## src/ahbi_map.vh

```
// Constants of the ADC host bus port: register fields, reset values and
// conversion timing in enable-clock cycles.
// Assumes inclusion by the sequencer and top design files of the block.
`ifndef AHBI_MAP_VH
`define AHBI_MAP_VH

// ------------------------------------------------------------
// Register choice codes
// ------------------------------------------------------------
`define AHBI_SEL_ANALOG       1'b0
`define AHBI_SEL_CONTROL      1'b1
`define AHBI_SEL_DIGITAL      1'b1

// ------------------------------------------------------------
// Control register fields
// ------------------------------------------------------------
`define AHBI_CTL_CHAN_HI      3
`define AHBI_CTL_CHAN_LO      0
`define AHBI_CTL_DIO_HI       6
`define AHBI_CTL_DIO_LO       4
`define AHBI_CTL_PORT_DIRECTION_BIT         7
`define AHBI_CTL_SC           8
`define AHBI_CTL_IE           14

// ------------------------------------------------------------
// Analog result and digital state register fields
// ------------------------------------------------------------
`define AHBI_ANA_EOC          15
`define AHBI_DIG_DIO_HI       2
`define AHBI_DIG_DIO_LO       0
`define AHBI_DIG_DI_HI        5
`define AHBI_DIG_DI_LO        3
`define AHBI_DIG_CHAN_HI      9
`define AHBI_DIG_CHAN_LO      6
`define AHBI_DIG_SH_HI        15
`define AHBI_DIG_SH_LO        10

// ------------------------------------------------------------
// Reset values
// ------------------------------------------------------------
`define AHBI_CHAN_RST         4'h0
`define AHBI_DIO_RST          3'h0
`define AHBI_BYTE_RST         8'h00

// ------------------------------------------------------------
// Conversion timing in enable-clock cycles
// ------------------------------------------------------------
`define AHBI_CONV_CYCLES      6'h20
`define AHBI_HOLD_CYCLE       6'h0d

`endif

```

## src/ahbi_edge.v

```verilog
// Edge finder for the enable clock pin.
// Assumes the enable clock is synchronous to clk and far slower.
`timescale 1ns/1ps
module ahbi_edge
(
    input  wire clk,
    input  wire rstn,
    input  wire e_clk,
    output wire e_rise,
    output wire e_fall,
    output wire e_high
);

    reg e_prev_reg;

    // ------------------------------------------------------------
    // Previous level of the enable clock
    // ------------------------------------------------------------
    always @(posedge clk)
    begin
        if (!rstn)
            e_prev_reg <= 1'b0;
        else
            e_prev_reg <= e_clk;
    end

    assign e_rise = e_clk & ~e_prev_reg;
    assign e_fall = ~e_clk & e_prev_reg;
    assign e_high = e_clk & e_prev_reg;

endmodule

```

## src/ahbi_conv.v

```verilog
// Conversion sequencer: counts enable-clock cycles from a start request,
// opens the sample switch and flags the result latch point.
// Assumes start arrives as a one-cycle pulse on a falling enable edge.
`timescale 1ns/1ps
`include "ahbi_map.vh"
module ahbi_conv
(
    input  wire       clk,
    input  wire       rstn,
    input  wire       e_rise,
    input  wire       start,
    output reg        busy_reg,
    output reg        hold_reg,
    output wire       done
);

    reg  [5:0] cnt_reg;

    assign done = busy_reg & e_rise & (cnt_reg == `AHBI_CONV_CYCLES - 6'h01);

    // ------------------------------------------------------------
    // Cycle counter
    // ------------------------------------------------------------
    always @(posedge clk)
    begin
        if (!rstn)
        begin
            busy_reg <= 1'b0;
            hold_reg <= 1'b0;
            cnt_reg  <= 6'h00;
        end
        else if (start)
        begin
            busy_reg <= 1'b1;
            hold_reg <= 1'b0;
            cnt_reg  <= 6'h00;
        end
        else if (busy_reg && e_rise)
        begin
            cnt_reg <= cnt_reg + 6'h01;
            // Input held on the array from cycle 13 on
            if (cnt_reg + 6'h01 == `AHBI_HOLD_CYCLE)
                hold_reg <= 1'b1;
            if (done)
            begin
                busy_reg <= 1'b0;
                hold_reg <= 1'b0;
            end
        end
    end

endmodule

```

## src/ahbi_top.v

```verilog
// Processor bus port of a 16-channel ADC: select and direction decode,
// byte pointer, control register, result and pin state registers,
// 3-bit port and channel multiplexer selection.
// Assumes all pins synchronous to clk; the enable clock is sampled.
// What this block does
// - Data bus driven only during data reads
// - Write with register choice 1 fills control, read returns data
// - Reset clears start, irq, direction, status, channel
// - Reset keeps held conversion result
// - Reset floats data bus and port
// - Reset points byte pointer at MS byte
// - No transfer unless device selected
// - Shared pins always readable as digital bits
// - Port input after reset, output when set
// - Port updates at last falling edge
// - Dedicated input pins readable in digital register
// - Three 16-bit registers, MS and LS bytes
// - Pointer MS first, then LS while selected
// - Pointer returns after first deselected cycle
// - Single cycle reaches MS byte only
// - Decode select, direction and register choice
// - Multiplexer routes one of sixteen inputs
// - Any control write clears status flag
// - Result latched at enable cycle 32
// - Control write takes two enable cycles
// - Code 1 selects reference, others channels
`timescale 1ns/1ps
`include "ahbi_map.vh"
module ahbi_top
(
    input  wire        clk,
    input  wire        rstn,
    input  wire        e_clk,
    input  wire        sel_n,
    input  wire        rd_wr,
    input  wire        register_choice,
    input  wire [7:0]  data_in,
    output reg  [7:0]  data_out_reg,
    output reg         data_oe_reg,
    input  wire [2:0]  bidir_port_pins_in,
    output reg  [2:0]  bidir_port_pins_out_reg,
    output reg         bidir_port_pins_oe_reg,
    input  wire [2:0]  fixed_input_pins,
    input  wire [5:0]  shared_input_pins,
    input  wire        irq_n_in,
    output reg         irq_n_out_reg,
    output reg         irq_n_oe_reg,
    input  wire [7:0]  adc_code,
    output reg  [15:0] mux_select_reg,
    output reg         sample_hold_reg
);

    // ------------------------------------------------------------
    // Declarations
    // ------------------------------------------------------------
    wire        e_rise;
    wire        e_fall;
    wire        e_high;
    wire        conv_busy;
    wire        conv_hold;
    wire        conv_done;
    wire        selected;
    wire        ctl_access;
    wire        rd_access;
    wire [15:0] analog_result;
    wire [15:0] digital_pin_state;
    wire [15:0] rd_word;

    reg         byte_ptr_reg;
    reg         byte_ptr_next;
    reg  [3:0]  channel_address_field_reg;
    reg  [2:0]  dio_value_reg;
    reg         port_direction_bit_reg;
    reg         conversion_start_bit_reg;
    reg         irq_enable_bit_reg;
    reg         eoc_reg;
    reg  [7:0]  result_reg;
    reg  [7:0]  ctl_ms_reg;
    reg         ctl_second_reg;
    reg         start_pend_reg;
    reg         conv_start_reg;
    reg         irq_pend_reg;
    reg  [15:0] mux_select_next;

    // ------------------------------------------------------------
    // Enable clock edges and conversion sequencer
    // ------------------------------------------------------------
    ahbi_edge u_edge
    (
        .clk    (clk),
        .rstn   (rstn),
        .e_clk  (e_clk),
        .e_rise (e_rise),
        .e_fall (e_fall),
        .e_high (e_high)
    );

    // Sequencer counts on rising enable edges only
    ahbi_conv u_conv
    (
        .clk      (clk),
        .rstn     (rstn),
        .e_rise   (e_rise),
        .start    (conv_start_reg),
        .busy_reg (conv_busy),
        .hold_reg (conv_hold),
        .done     (conv_done)
    );

    // ------------------------------------------------------------
    // Access decode
    // ------------------------------------------------------------
    assign selected   = ~sel_n;
    assign ctl_access = selected & ~rd_wr & (register_choice == `AHBI_SEL_CONTROL);
    assign rd_access  = selected & rd_wr;

    // ------------------------------------------------------------
    // Readable registers
    // ------------------------------------------------------------
    // Status bit stays low while a conversion runs
    assign analog_result = {eoc_reg, 7'h00, result_reg};

    assign digital_pin_state = {shared_input_pins,
                                channel_address_field_reg,
                                fixed_input_pins,
                                bidir_port_pins_in};

    assign rd_word = (register_choice == `AHBI_SEL_DIGITAL) ? digital_pin_state
                                                          : analog_result;

    // ------------------------------------------------------------
    // Byte pointer
    // ------------------------------------------------------------
    always @*
    begin
        byte_ptr_next = byte_ptr_reg;
        // MS first; LS while selected; back after a deselected cycle
        if (e_fall)
            byte_ptr_next = selected;
    end

    always @(posedge clk)
    begin
        if (!rstn)
            byte_ptr_reg <= 1'b0;
        else
            byte_ptr_reg <= byte_ptr_next;
    end

    // ------------------------------------------------------------
    // Read data drive
    // ------------------------------------------------------------
    always @(posedge clk)
    begin
        if (!rstn)
        begin
            data_oe_reg  <= 1'b0;
            data_out_reg <= `AHBI_BYTE_RST;
        end
        else
        begin
            // Driven only while a read is selected and E is high
            data_oe_reg <= rd_access & e_high;
            if (rd_access && e_high)
            begin
                if (byte_ptr_reg)
                    data_out_reg <= rd_word[7:0];
                else
                    data_out_reg <= rd_word[15:8];
            end
        end
    end

    // ------------------------------------------------------------
    // Control register writes
    // ------------------------------------------------------------
    always @(posedge clk)
    begin
        if (!rstn)
        begin
            channel_address_field_reg <= `AHBI_CHAN_RST;
            dio_value_reg             <= `AHBI_DIO_RST;
            port_direction_bit_reg    <= 1'b0;
            conversion_start_bit_reg  <= 1'b0;
            irq_enable_bit_reg        <= 1'b0;
            ctl_ms_reg                <= `AHBI_BYTE_RST;
            ctl_second_reg            <= 1'b0;
            start_pend_reg            <= 1'b0;
            conv_start_reg            <= 1'b0;
        end
        else
        begin
            conv_start_reg <= 1'b0;
            if (e_fall)
            begin
                ctl_second_reg <= 1'b0;
                if (ctl_access && !byte_ptr_reg)
                begin
                    // MS byte: interrupt enable takes effect; start is held pending
                    ctl_ms_reg               <= data_in;
                    conversion_start_bit_reg <= data_in[`AHBI_CTL_SC - 8];
                    irq_enable_bit_reg       <= data_in[`AHBI_CTL_IE - 8];
                    start_pend_reg           <= data_in[`AHBI_CTL_SC - 8];
                    ctl_second_reg           <= 1'b1;
                end
                else if (ctl_second_reg)
                begin
                    // Second cycle of every write; start follows it
                    start_pend_reg <= 1'b0;
                    conv_start_reg <= start_pend_reg;
                    if (ctl_access && byte_ptr_reg)
                    begin
                        // LS byte only in the second cycle of a 16-bit write
                        channel_address_field_reg <= data_in[`AHBI_CTL_CHAN_HI:`AHBI_CTL_CHAN_LO];
                        dio_value_reg             <= data_in[`AHBI_CTL_DIO_HI:`AHBI_CTL_DIO_LO];
                        port_direction_bit_reg    <= data_in[`AHBI_CTL_PORT_DIRECTION_BIT];
                    end
                end
            end
        end
    end

    // ------------------------------------------------------------
    // Conversion result and status
    // ------------------------------------------------------------
    always @(posedge clk)
    begin
        // Result survives reset
        if (conv_done)
            result_reg <= adc_code;
    end

    always @(posedge clk)
    begin
        if (!rstn)
        begin
            eoc_reg      <= 1'b0;
            irq_pend_reg <= 1'b0;
        end
        else if (conv_done)
        begin
            // Set wins over a clear in the same cycle
            eoc_reg      <= 1'b1;
            irq_pend_reg <= irq_enable_bit_reg;
        end
        else if (e_fall && ctl_access && !byte_ptr_reg)
        begin
            eoc_reg      <= 1'b0;
            irq_pend_reg <= 1'b0;
        end
    end

    // ------------------------------------------------------------
    // Interrupt pin, open drain
    // ------------------------------------------------------------
    always @(posedge clk)
    begin
        if (!rstn)
        begin
            irq_n_out_reg <= 1'b0;
            irq_n_oe_reg  <= 1'b0;
        end
        else
        begin
            irq_n_out_reg <= 1'b0;
            irq_n_oe_reg  <= irq_pend_reg & irq_enable_bit_reg;
        end
    end

    // ------------------------------------------------------------
    // 3-bit port drive
    // ------------------------------------------------------------
    always @(posedge clk)
    begin
        if (!rstn)
        begin
            bidir_port_pins_oe_reg  <= 1'b0;
            bidir_port_pins_out_reg <= `AHBI_DIO_RST;
        end
        else
        begin
            bidir_port_pins_oe_reg  <= port_direction_bit_reg;
            bidir_port_pins_out_reg <= dio_value_reg;
        end
    end

    // ------------------------------------------------------------
    // Channel multiplexer select
    // ------------------------------------------------------------
    always @*
    begin
        // One-hot; line 1 is the reference input
        mux_select_next = 16'h0000;
        mux_select_next[channel_address_field_reg] = 1'b1;
    end

    always @(posedge clk)
    begin
        if (!rstn)
        begin
            mux_select_reg  <= 16'h0001;
            sample_hold_reg <= 1'b0;
        end
        else
        begin
            mux_select_reg  <= mux_select_next;
            sample_hold_reg <= conv_hold;
        end
    end

endmodule

```

## config.mk

```make
export PLATFORM = sky130hd
export DESIGN_NAME = ahbi_top
export DESIGN_NICKNAME = d
export VERILOG_FILES = /design/src/ahbi_edge.v /design/src/ahbi_conv.v /design/src/ahbi_top.v
export VERILOG_INCLUDE_DIRS = /design/src
export SDC_FILE = /design/constraint.sdc
export NUM_CORES = 1
export LEC_CHECK = 0
export BUFFER_PORTS_ARGS = -buffer_cell sky130_fd_sc_hd__buf_2
export CAP_MARGIN = 20
export CORE_MARGIN = 2
export CORE_UTILIZATION = 43
export DETAILED_ROUTE_END_ITERATION = 7
export PLACE_DENSITY = 0.68
export SYNTH_ARGS = -nofsm -noshare
export SYNTH_HDL_FRONTEND = slang
export SYNTH_SLANG_ARGS = --single-unit
```

## constraint.sdc

```tcl
create_clock -name clk -period 3.95 [get_ports clk]
set_input_delay 0.79 -clock clk [delete_from_list [all_inputs] [get_ports clk]]
set_output_delay 0.79 -clock clk [all_outputs]
set_load 0.01 [all_outputs]
```

; ---- Word-level counts from Yosys, hierarchy flattened
; Cells that the tools add are included.
[word_totals]
wordCells = 80
inputBits = 35
latch_bits = 0
memories = 0
ram_bits = 0
romBits = 0
out_inout_bits = 32
ff_bits = 63
[op_classes]
eq_ne = 2
n_lt_le_gt_ge = 2
muxes = 15
shifts = 0
mul = 0
n_bitwise = 18
addsub = 1
div_mod_pow = 0
reduce_logical = 20
[ops]
columns = op, count
row1 = $mux W16, 1
row2 = $mux W1, 12
row3 = $and A1 B1 Y1, 10
row4 = $reduce_bool A2 Y1, 5
row5 = $mux W8, 1
row6 = $not A1 Y1, 8
row7 = $reduce_and A2 Y1, 4
row8 = $logic_and A1 B1 Y1, 7
row9 = $add A6 B1 Y6 const B, 1
row10 = $eq A6 B4 Y1 const B, 1
row11 = $eq A6 B5 Y1 const B, 1
row12 = $lt A4 B5 Y1 const B, 1
row13 = $demux W1 S4, 1
row14 = $ge A4 B1 Y1 const B, 1
row15 = $reduce_and A4 Y1, 1
row16 = $reduce_or A4 Y1, 1
row17 = $reduce_or A2 Y1, 1
row18 = $logic_not A1 Y1, 1

; ---- Longest topological paths before layout
; Gate-level depths: netlist (run 1).
[logic_depth]
word_depth = 7
mapped_depth = 6
mapped_depth_nobuf = 6

; ---- Cells and area by module
; Synthesis (run 1) repeated with hierarchy kept, for this count alone.
[unflattened]
cells_unflattened = 233
area_unflattened_um2 = 2431.1
[by_module_without_submodules]
columns = mod, area_each_um2, instances, cells_per_inst
row1 = ahbi_top, 1976.9, 1, 181
row2 = ahbi_conv, 405.4, 1, 47
row3 = ahbi_edge, 48.8, 1, 5

; ---- Worst setup path before layout (run 1)
; Ideal clock, no wire load.
[synth_timing]
path_kind = input to register
startpoint = input e_clk
endpoint = register result_reg[0], enable pin
stages = 3
setup_ps = 304
t_arrival_ps = 1539
path_buffers = 0
slack_ps = 2107
cell_sequence = nand4b_2 > or4_4 > clkinv_2
[synth_via]
elab_chain_cells = 3
[synth_rtl]
columns = element, line
row1 = from (decl), ahbi_top.v:33  ; input wire e_clk,
row2 = $and A1 B1 Y1, ahbi_edge.v:27  ; assign e_rise = e_clk & ~e_prev_reg;
row3 = $and A1 B1 Y1 (2 in a row), ahbi_conv.v:19  ; assign done = busy_reg & e_rise & (cnt_reg == `AHBI_CONV_CYCLES - 6'h01);
row4 = net conv_done, ahbi_top.v:61  ; wire conv_done;
row5 = to (signal assigned), ahbi_top.v:230  ; result_reg <= adc_code;
row6 = to (decl), ahbi_top.v:77  ; reg [7:0] result_reg;
; The timed path passes the listed nets, and every way through them passes these cells.
; A chain may end at the register's enable or synchronous reset.

; ---- Final worst setup path (run 1)
[layout_timing]
startpoint = input e_clk
endpoint = register dio_value_reg[1]
[layout_via]
elab_chain_cells = 3
[layout_rtl]
columns = element, line
row1 = $not A1 Y1, ahbi_edge.v:28  ; assign e_fall = ~e_clk & e_prev_reg;
row2 = $and A1 B1 Y1, ahbi_edge.v:28
row3 = $reduce_and A4 Y1 (no source line), --
row4 = to (signal assigned), ahbi_top.v:182  ; dio_value_reg <= `AHBI_DIO_RST;
row5 = to (signal assigned), ahbi_top.v:215  ; dio_value_reg <= data_in[`AHBI_CTL_DIO_HI:`AHBI_CTL_DIO_LO];
row6 = to (decl), ahbi_top.v:72  ; reg [2:0] dio_value_reg;
; No other way between the ends.

==> summary.md, run 1 <==
| Metric | Value |
|---|---|
| Run status | `finished clean` |
| FP Rows | `26` |
| DR iter-0 viols | `60` |
| CTS clock-pin slew for the worst setup and hold paths | `70 ps` |
| Core area | `5170 sq um` |
| Avg Cell Area, Syn | `10.7 sq um` |
| Avg Vias per Cell | `4.83` |
| Sequential element share of the synthesized area | `0.575` |
| Slew Limit Fails | `0` |
| Drt pass-1 iters | `4` |
| FF+latch count, synth | `63` |
| Max Fclk | `565 MHz` |
| Die Wd | `77.6 microns` |
| Critical Path End Type | `flip-flop` |
| WL/cell | `12.2 microns` |
| Final HPWL DP | `3.02 mm` |
| Max-cap viol count | `0` |
| H-tree depth | `3` |
| Pint | `1.06 mW` |
| Clock Tree Buf Depth | `2` |
| Worst Path Required | `4180 ps` |
| Leak Pwr | `1.30 nW` |
| I/O Pins | `67` |
| Comb pwr share | `0.037` |
| Die area | `6030 sq um` |
| Tmin final | `1770 ps` |
| Clock Power Share | `0.469` |
| EDFF count, synth | `8` |
| Height of the die | `77.6 microns` |
| Cells after synthesis | `218` |
| Initial Utilization | `0.451` |
| Layout cells sized above 1 | `0.330` |
| CP arrival | `1990 ps` |
| Worst Path Buf+Inv | `1` |
| Seq pwr share | `0.494` |
| VDD IR max | `0.265 mV` |
| WL final | `4.33 mm` |
| GPL Wtd Cong | `0.778` |
| Final antenna-violating net count | `0` |
| Largest net degree at the start of global routing | `41` |
| Total track usage | `0.157` |
| CP startpoint kind | `input pin` |
| Clk root buf | `clkbuf_8` |
| First-pass GRT wire length | `7.34 mm` |
| CTS Buf Count | `9` |
| # setup viols final | `0` |
| Filler cell count | `479` |
| Hold Buf Count CTS | `0` |
| Resized Gates After CTS | `0` |
| Cell area after synthesis | `2330 sq um` |
| Worst-Margin Slew | `561 ps` |
| Yosys warns | `0` |
| Later-pin clock latency in the skew report | `330 ps` |
| Final setup margin | `2180 ps` |
| Pwr Total | `1.32 mW` |
| CP Max Fanout | `8` |
| Most common cell after layout, fill and taps aside | `buf_2` |
| Sw frac | `0.200` |
| Post-route setup TNS | `0 ps` |
| # diodes | `0` |
| Worst Skew | `6.03 ps` |
| Sw Pwr | `264 uW` |
| Slew HR | `0.626` |
| Number of global-route vias before repair | `1595` |
| Vias | `1714` |
| Final worst-path cycle share | `0.448` |
| Largest delay share family, worst path | `simple AND/OR/NAND/NOR gates` |
| DRC violations left | `0` |
| Async SR Flop Fraction | `0` |
| GRT overflow | `0` |
| Unrepaired setup endpoints after global routing | `false` |
| Setup bufs post-CTS | `0` |
| Max reg flops | `16` |
| CP Cell Sequence | `buf_2, nor2b_1, nand3_2, mux2i_1, nor2b_1` |
| CP peak stage delay | `400 ps` |
| Final core area utilization | `0.564` |
| Most frequent cells in the layout | `buf_2, dfxtp_1, nor2_1, nand2_1` |
| Area grow syn2layout | `25.1%` |
| Fin nets | `317` |
| Final Hold Viols | `0` |
| CTS tree | `done` |
| Slowest-stage cell, CP | `nor2b_1` |
| Initial antenna violation count | `0` |
| Top FF cell, synth | `dfxtp_1` |
| Pwr dens | `454 nW/um^2` |
| Worst hold path class | `flip-flop to flip-flop` |
| Cell variety after synth | `41` |
| Setup WS pre-CTS | `1800 ps` |
| Port-buffer cells | `64` |
| Clock Sink Count | `63` |
| Setup Crit Path Kind | `input pin to flip-flop` |
| Syn_nets | `255` |
| Hold Slack | `449 ps` |
| Most common cell on crit path | `nor2b_1` |
==> synthesized netlist by cell type, types with 5 or more instances <==
library cell / n / area share
nand2_1: 13 / 0.021
nand3_1: 5 / 0.011
o21ai_0: 11 / 0.024
a21oi_1: 8 / 0.017
clkbuf_1: 8 / 0.013
nor3_1: 5 / 0.011
edfxtp_1: 8 / 0.10
xnor2_1: 5 / 0.019
mux2_2: 7 / 0.034
and2_1: 7 / 0.019
a22oi_1: 5 / 0.016
nor2b_1: 11 / 0.030
nor2_1: 18 / 0.029
mux2i_1: 9 / 0.039
dfxtp_1: 55 / 0.47
==> kinds of logic (layout without fill, tap and decap cells) <==
logic type	Yosys count	after routing	share of synthesized area
xor+xnor	5	5	0.0188
buf+inv	18	85	0.0333
other cells	1	1	0.00161
simple gates	79	79	0.192
compound gates	33	33	0.0864
fa+ha+maj	2	2	0.0107
flops	63	63	0.575
mux	17	17	0.0821
==> path summary, 6_finish.rpt <==
path / from / cells after the start / slack [ps] / endpoint
worst max register to register: byte_ptr_reg / 4 / 2210 / dio_value_reg[1]
worst min-delay path: irq_pend_reg / 2 / 450 / irq_pend_reg
worst min register to register: irq_pend_reg / 2 / 450 / irq_pend_reg
worst max-delay path: e_clk / 5 / 2180 / dio_value_reg[1]
==> cell type report <==
type | instances | area [sq um] | area share
clock buffer | 12 | 188 | 0.0644
clock inverter | 4 | 46.3 | 0.0159
inverter | 5 | 20.0 | 0.00687
multi-input combinational | 137 | 912 | 0.313
sequential | 63 | 1340 | 0.460
tap | 70 | 87.6 | 0.0300
timing repair buffer | 64 | 320 | 0.110
==> power by group through the flow <==
stage,logic [mW],clock network [mW],registers (mW)
final,0.0494,0.620,0.654
after CTS,0.0502,0.634,0.654
after floorplan,0.0283,0,0.667
after detailed placement,0.0497,0,0.668
after global placement,0.0496,0,0.669
after global routing,0.0554,0.664,0.654
==> worst min-delay path, stage by stage, from the launching register on <==
cell	delay (ps)
dfxtp_1	310
nand4_1	60
nand2_1	40
==> through the flow <==
stage                     instances  cell area [sq um]
after global routing            355               2920
after global placement          339               2680
after floorplan                 218               2330
after CTS                       355               2920
after detailed placement        339               2680
final                           355               2920
==> metal layers <==
metal  track usage  share of wire
met1         0.202           0.48
met2         0.234           0.44
met4        0.0482         0.0083
met3        0.0744          0.069
met5             0              0
Power figures use the tool's default switching activity.
==> run 2: changes to the inputs <==
Clock period 3.95 ns to 1.65 ns, I/O delays scaled along.
==> summary.md, run 2 (same netlist as run 1, synthesis figures left out) <==
| Metric | Value |
|---|---|
| Placed Area | `2730 sq um (+2.0%)` |
| Hold Buf Count CTS | `0 (unchanged)` |
| Area grow syn2layout | `26.2%` |
| Post-route setup TNS | `0 ps (unchanged)` |
| Layout cells sized above 1 | `0.342 (+0.0126)` |
| Clk root buf | `clkbuf_8` |
| Pwr dens | `1040 nW/um^2 (+130%)` |
| Final worst-path cycle share | `0.958` |
| Final Hold Viols | `0 (unchanged)` |
| Initial antenna violation count | `0 (unchanged)` |
| Port-buffer cells | `64 (unchanged)` |
| Worst-Margin Slew | `520 ps (-41.5 ps)` |
| Final antenna-violating net count | `0 (unchanged)` |
| Die Wd | `77.6 microns (unchanged)` |
| Most frequent cells in the layout | `buf_2, dfxtp_1, nor2_1, nand2_1` |
| Die area | `6030 sq um (unchanged)` |
| Worst hold path class | `input pin to flip-flop` |
| Run status | `finished clean` |
| Slew Limit Fails | `0 (unchanged)` |
| CP arrival | `1620 ps (-370 ps)` |
| Initial Utilization | `0.451 (unchanged)` |
| GPL Wtd Cong | `0.793 (+1.9%)` |
| Leak Pwr | `1.31 nW (+1.3%)` |
| DRC violations left | `0 (unchanged)` |
| Hold Slack | `164 ps (-285 ps)` |
| CTS tree | `done` |
| Worst Setup SP | `u_conv.cnt_reg[1]` |
| CP startpoint kind | `flip-flop` |
| Vias | `1740 (+1.5%)` |
| Met3 GRT Util | `0.0465 (-0.0279)` |
| # diodes | `0 (unchanged)` |
| Unrepaired setup endpoints after global routing | `false` |
| Design area | `2940 sq um (+0.90%)` |
| First-pass GRT wire length | `7.71 mm (+5.0%)` |
| Max-cap viol count | `0 (unchanged)` |
| Avg Vias per Cell | `4.81 (-0.45%)` |
| H-tree depth | `3 (unchanged)` |
| WL final | `4.58 mm (+5.8%)` |
| DR iter-0 viols | `73 (+22%)` |
| Setup bufs post-CTS | `0 (unchanged)` |
| I/O Pins | `67 (unchanged)` |
| CTS Buf Count | `9 (unchanged)` |
| VDD IR max | `0.520 mV (+96%)` |
| GRT overflow | `0 (unchanged)` |
| CP peak stage delay | `470 ps (+70 ps)` |
| Largest net degree at the start of global routing | `19 (-54%)` |
| Reg2reg start | `u_conv.cnt_reg[1]` |
| CTS clock-pin slew for the worst setup and hold paths | `70 ps (about the same)` |
| Drt pass-1 iters | `4 (unchanged)` |
| Total track usage | `0.164 (+0.00718)` |
| CP Cell Sequence | `ha_1, nand2_1, or4_4, inv_4` |
| GRT busiest layer | `met2` |
| CP Max Fanout | `10 (+2)` |
| Setup Crit Path Kind | `flip-flop to flip-flop` |
| Slew HR | `0.653 (+0.0269)` |
| Worst Hold Launch | `adc_code[2]` |
| Core area | `5170 sq um (unchanged)` |
| Worst Skew | `8.95 ps (+2.93 ps)` |
| Most common cell after layout, fill and taps aside | `buf_2` |
| Later-pin clock latency in the skew report | `330 ps (about the same)` |
| Clock Tree Buf Depth | `2 (unchanged)` |
| Final HPWL DP | `3.24 mm (+7.4%)` |
| Height of the die | `77.6 microns (unchanged)` |
| Resized Gates After CTS | `0 (unchanged)` |
| FP Rows | `26 (unchanged)` |
| Global routing met1 resource utilization | `0.203 (+0.00132)` |
| Number of global-route vias before repair | `1691 (+6.0%)` |
| WL/cell | `12.7 microns (+3.8%)` |
| Fin nets | `324 (+2.2%)` |
| Critical Path End Type | `flip-flop` |
| Met2 Use GR | `0.262 (+0.0284)` |
| Worst Path Required | `1690 ps (-2490 ps)` |
| Max Fclk | `633 MHz` |
| Slowest-stage cell, CP | `or4_4` |
| Clock Sink Count | `63 (unchanged)` |
| # setup viols final | `0 (unchanged)` |
| Tmin final | `1580 ps` |
| Max reg flops | `16 (unchanged)` |
==> run 2: cell count changes in the layout (fill, tap and decap cells not counted) <==
cell        before  now
buf_4            0    7
clkbuf_1         0    1
clkbuf_16        2    1
clkbuf_8        10    9
clkinv_2         3    2
clkinvlp_4       0    1
inv_4            1    2
==> run 2: worst paths after layout <==
kind	to	slack [ps]	cells after the start
setup reg to reg	result_reg[4]	70	4
hold / removal	result_reg[2]	160	1
setup / recovery	result_reg[4]	70	4
hold reg to reg	eoc_reg	450	2
==> run 2: power by group <==
part	total (mW)	switching [mW]	internal, mW
Combinational	0.134	0.0650	0.0691
Sequential	1.56	0.00466	1.56
Clock	1.38	0.591	0.785
Total	3.07	0.661	2.41
==> run 2: cell type report <==
class / instances / area, sq um
Inverter: 5 / 21.3
Tap cell: 70 / 87.6
Fill cell: 471 / 2230
Multi-Input combinational cell: 137 / 912
Clock inverter: 5 / 53.8
Timing Repair Buffer: 71 / 373
Clock buffer: 11 / 153
Sequential cell: 63 / 1340
==> run 2: worst max-delay path, delay by kind of cell (launching register included) <==
family                     cells  cell delay, ps
buffers and inverters          1             150
and+or+nand+nor                2             560
DFF                            1             360
adders and majority gates      1             210
==> run 2: routing by layer <==
layer	up-vias	wire length, microns	part of all wire
met2	51	2100	0.46
met1	794	2170	0.47
met5	-	0	0
met3	6	270	0.059
li1	889	-	-
met4	0	42	0.0092
==> run 2: metrics by stage <==
stage / utilization / instances / setup WS (ps) / total power, mW
finish: 0.569 / 362 / 69.9 / 3.07
global route: 0.569 / 362 / 9.27 / 3.20
CTS: 0.568 / 362 / 46.0 / 3.11
detailed placement: 0.529 / 346 / 52.2 / 1.73
global placement: 0.529 / 346 / 60.8 / 1.73
floorplan: - / 218 / 163 / 1.67
==> run 3: changes to the inputs <==
Settings changed: CORE_UTILIZATION 43 to 50, PLACE_DENSITY 0.68 to 0.77.
==> summary.md, run 3 (same netlist as run 1, synthesis figures left out) <==
| Metric | Value |
|---|---|
| Final Non-Filler Cells | `343 (-5.2%)` |
| Max reg flops | `16 (unchanged)` |
| # diodes | `0 (unchanged)` |
| Layout cells sized above 1 | `0.344 (+0.00118)` |
| Total track usage | `0.181 (+0.0167)` |
| Reg-to-Reg End | `u_conv.busy_reg` |
| Later-pin clock latency in the skew report | `330 ps (about the same)` |
| Number of global-route vias before repair | `1643 (-2.8%)` |
| CP Cell Sequence | `nand4b_2, or4_4, buf_4, a21oi_1, nor2b_1` |
| Clock Tree Buf Depth | `2 (unchanged)` |
| Uppermost layer routed | `met4` |
| Die Wd | `72.3 microns (-6.9%)` |
| Run status | `finished clean` |
| Final antenna-violating net count | `0 (unchanged)` |
| CTS clock-pin slew for the worst setup and hold paths | `70 ps (about the same)` |
| Vias | `1710 (-1.7%)` |
| Core area | `4410 sq um (-15%)` |
| Most frequent cells in the layout | `buf_2, dfxtp_1, nor2_1, nand2_1, clkbuf_8` |
| First-pass GRT wire length | `7.22 mm (-6.4%)` |
| CP startpoint kind | `flip-flop` |
| WL final | `4.27 mm (-6.8%)` |
| Leak Pwr | `1.30 nW (-1.2%)` |
| H-tree depth | `3 (unchanged)` |
| Routed met2 length | `1.86 mm (-11%)` |
| Critical Path End Type | `flip-flop` |
| CP peak stage delay | `530 ps (+60 ps)` |
| Die area | `5220 sq um (-13%)` |
| Worst R2R Path Depth | `5 (+1)` |
| Final worst-path cycle share | `0.935 (-0.0225)` |
| VDD IR max | `0.740 mV (+42%)` |
| Fin nets | `324 (unchanged)` |
| Worst Path Required | `1880 ps (+190 ps)` |
| CTS Buf Count | `9 (unchanged)` |
| DR iter-0 viols | `74 (+1.4%)` |
| Pwr dens | `995 nW/um^2 (-4.7%)` |
| I/O Pins | `67 (unchanged)` |
| Unrepaired setup endpoints after global routing | `false` |
| Clock Sink Count | `63 (unchanged)` |
| Worst Path Buf+Inv | `1 (unchanged)` |
| Setup Crit Path Kind | `flip-flop to flip-flop` |
| Slowest-stage cell, CP | `or4_4` |
| Worst Hold Depth | `1 (unchanged)` |
| Final Hold Viols | `0 (unchanged)` |
| # setup viols final | `0 (unchanged)` |
| Drt pass-1 iters | `4 (unchanged)` |
| Worst Skew | `8.07 ps (-0.882 ps)` |
| Worst Hold Launch | `adc_code[3]` |
| CP arrival | `1770 ps (+150 ps)` |
| Slew Limit Fails | `0 (unchanged)` |
| Hold Buf Count CTS | `0 (unchanged)` |
| Tmin final | `1540 ps (-37.0 ps)` |
| Final HPWL DP | `3.08 mm (-4.9%)` |
| Reg2reg start | `u_edge.e_prev_reg` |
| Cell count after placement | `328 (-5.2%)` |
| Worst hold path class | `input pin to flip-flop` |
| CP Max Fanout | `4 (-6)` |
| Largest net degree at the start of global routing | `22 (+3)` |
| WHS Endpoint | `result_reg[3]` |
| Largest delay share family, worst path | `simple AND/OR/NAND/NOR gates` |
| DRC violations left | `0 (unchanged)` |
| GPL Wtd Cong | `0.805 (+1.5%)` |
| Worst R2R Setup Slack | `110 ps (+40 ps)` |
| CTS tree | `done` |
| Setup bufs post-CTS | `0 (unchanged)` |
| Area grow syn2layout | `24.2%` |
| Max-cap viol count | `0 (unchanged)` |
| Clk root buf | `clkbuf_8` |
| Most common cell after layout, fill and taps aside | `buf_2` |
| FP Rows | `24 (-7.7%)` |
| Max Fclk | `648 MHz (+2.4%)` |
| Initial Utilization | `0.528 (+0.0774)` |
| GRT overflow | `0 (unchanged)` |
| Port-buffer cells | `64 (unchanged)` |
| Height of the die | `72.3 microns (-6.9%)` |
| Initial antenna violation count | `0 (unchanged)` |
| Post-route setup TNS | `0 ps (unchanged)` |
| WL/cell | `12.4 microns (-1.7%)` |
| Avg Vias per Cell | `4.99 (+3.7%)` |
| M1 wire length | `2.06 mm (-5.2%)` |
| Met3 wire length | `269 microns (-0.37%)` |
==> run 3: worst register-to-register path, delay by kind of cell, from the launching register on <==
kind	cells	cell delay, ps
simple gates	3	820
compound gates	1	130
flops	1	330
buf+inv	1	160
==> run 3: repair_timing <==
action / in CTS / in global routing
endpoints found under the hold margin: 0 / 0
setup endpoints to repair: 0 / 10
resized for setup: 0 / 3
==> run 3: power by group <==
group / total [mW] / internal, mW / switching (mW)
registers: 1.56 / 1.56 / 0.00429
logic: 0.134 / 0.0701 / 0.0634
clock network: 1.18 / 0.659 / 0.526
==> run 3: metrics by stage <==
| step | power, mW | utilization | area, sq um | setup slack [ps] | hold WS (ps) |
|---|---|---|---|---|---|
| 3_5_place_dp | 1.73 | 0.614 | 2710 | 44.0 | 443 |
| 6_report | 2.88 | 0.656 | 2890 | 107 | 173 |
| 4_1_cts | 2.91 | 0.654 | 2890 | 38.1 | 159 |
| 3_3_place_gp | 1.73 | 0.614 | 2710 | 88.2 | 435 |
| 5_1_grt | 2.98 | 0.656 | 2890 | 16.6 | 159 |
| 2_1_floorplan | 1.67 | - | 2330 | 163 | 425 |
==> run 3: worst max-delay path by stage <==
| stage | from | endpoint | slack (ps) | cells after the start |
|---|---|---|---|---|
| floorplan | u_conv.cnt_reg[1] | result_reg[0] | 160 | 4 |
| global placement | e_clk | result_reg[2] | 90 | 4 |
| detailed placement | u_conv.cnt_reg[1] | result_reg[5] | 40 | 4 |
| CTS | u_conv.cnt_reg[1] | result_reg[4] | 40 | 4 |
| global route | u_conv.cnt_reg[0] | u_conv.busy_reg | 20 | 6 |
| finish | u_edge.e_prev_reg | u_conv.busy_reg | 110 | 5 |
==> run 3: cell type report <==
type	count	area, sq um
clock buffers	14	173
repair buffers	71	373
multi-input cells	137	915
flip-flops and latches	63	1340
inverters	5	21.3
clock inverters	1	5.00
well taps	52	65.1
fillers	360	1520
==> run 3: routing by layer <==
layer / global-route usage / vias up
met4: 0.0985 / 0
met1: 0.238 / 757
met3: 0.0458 / 6
met2: 0.273 / 56
li1: - / 891
met5: 0 / -
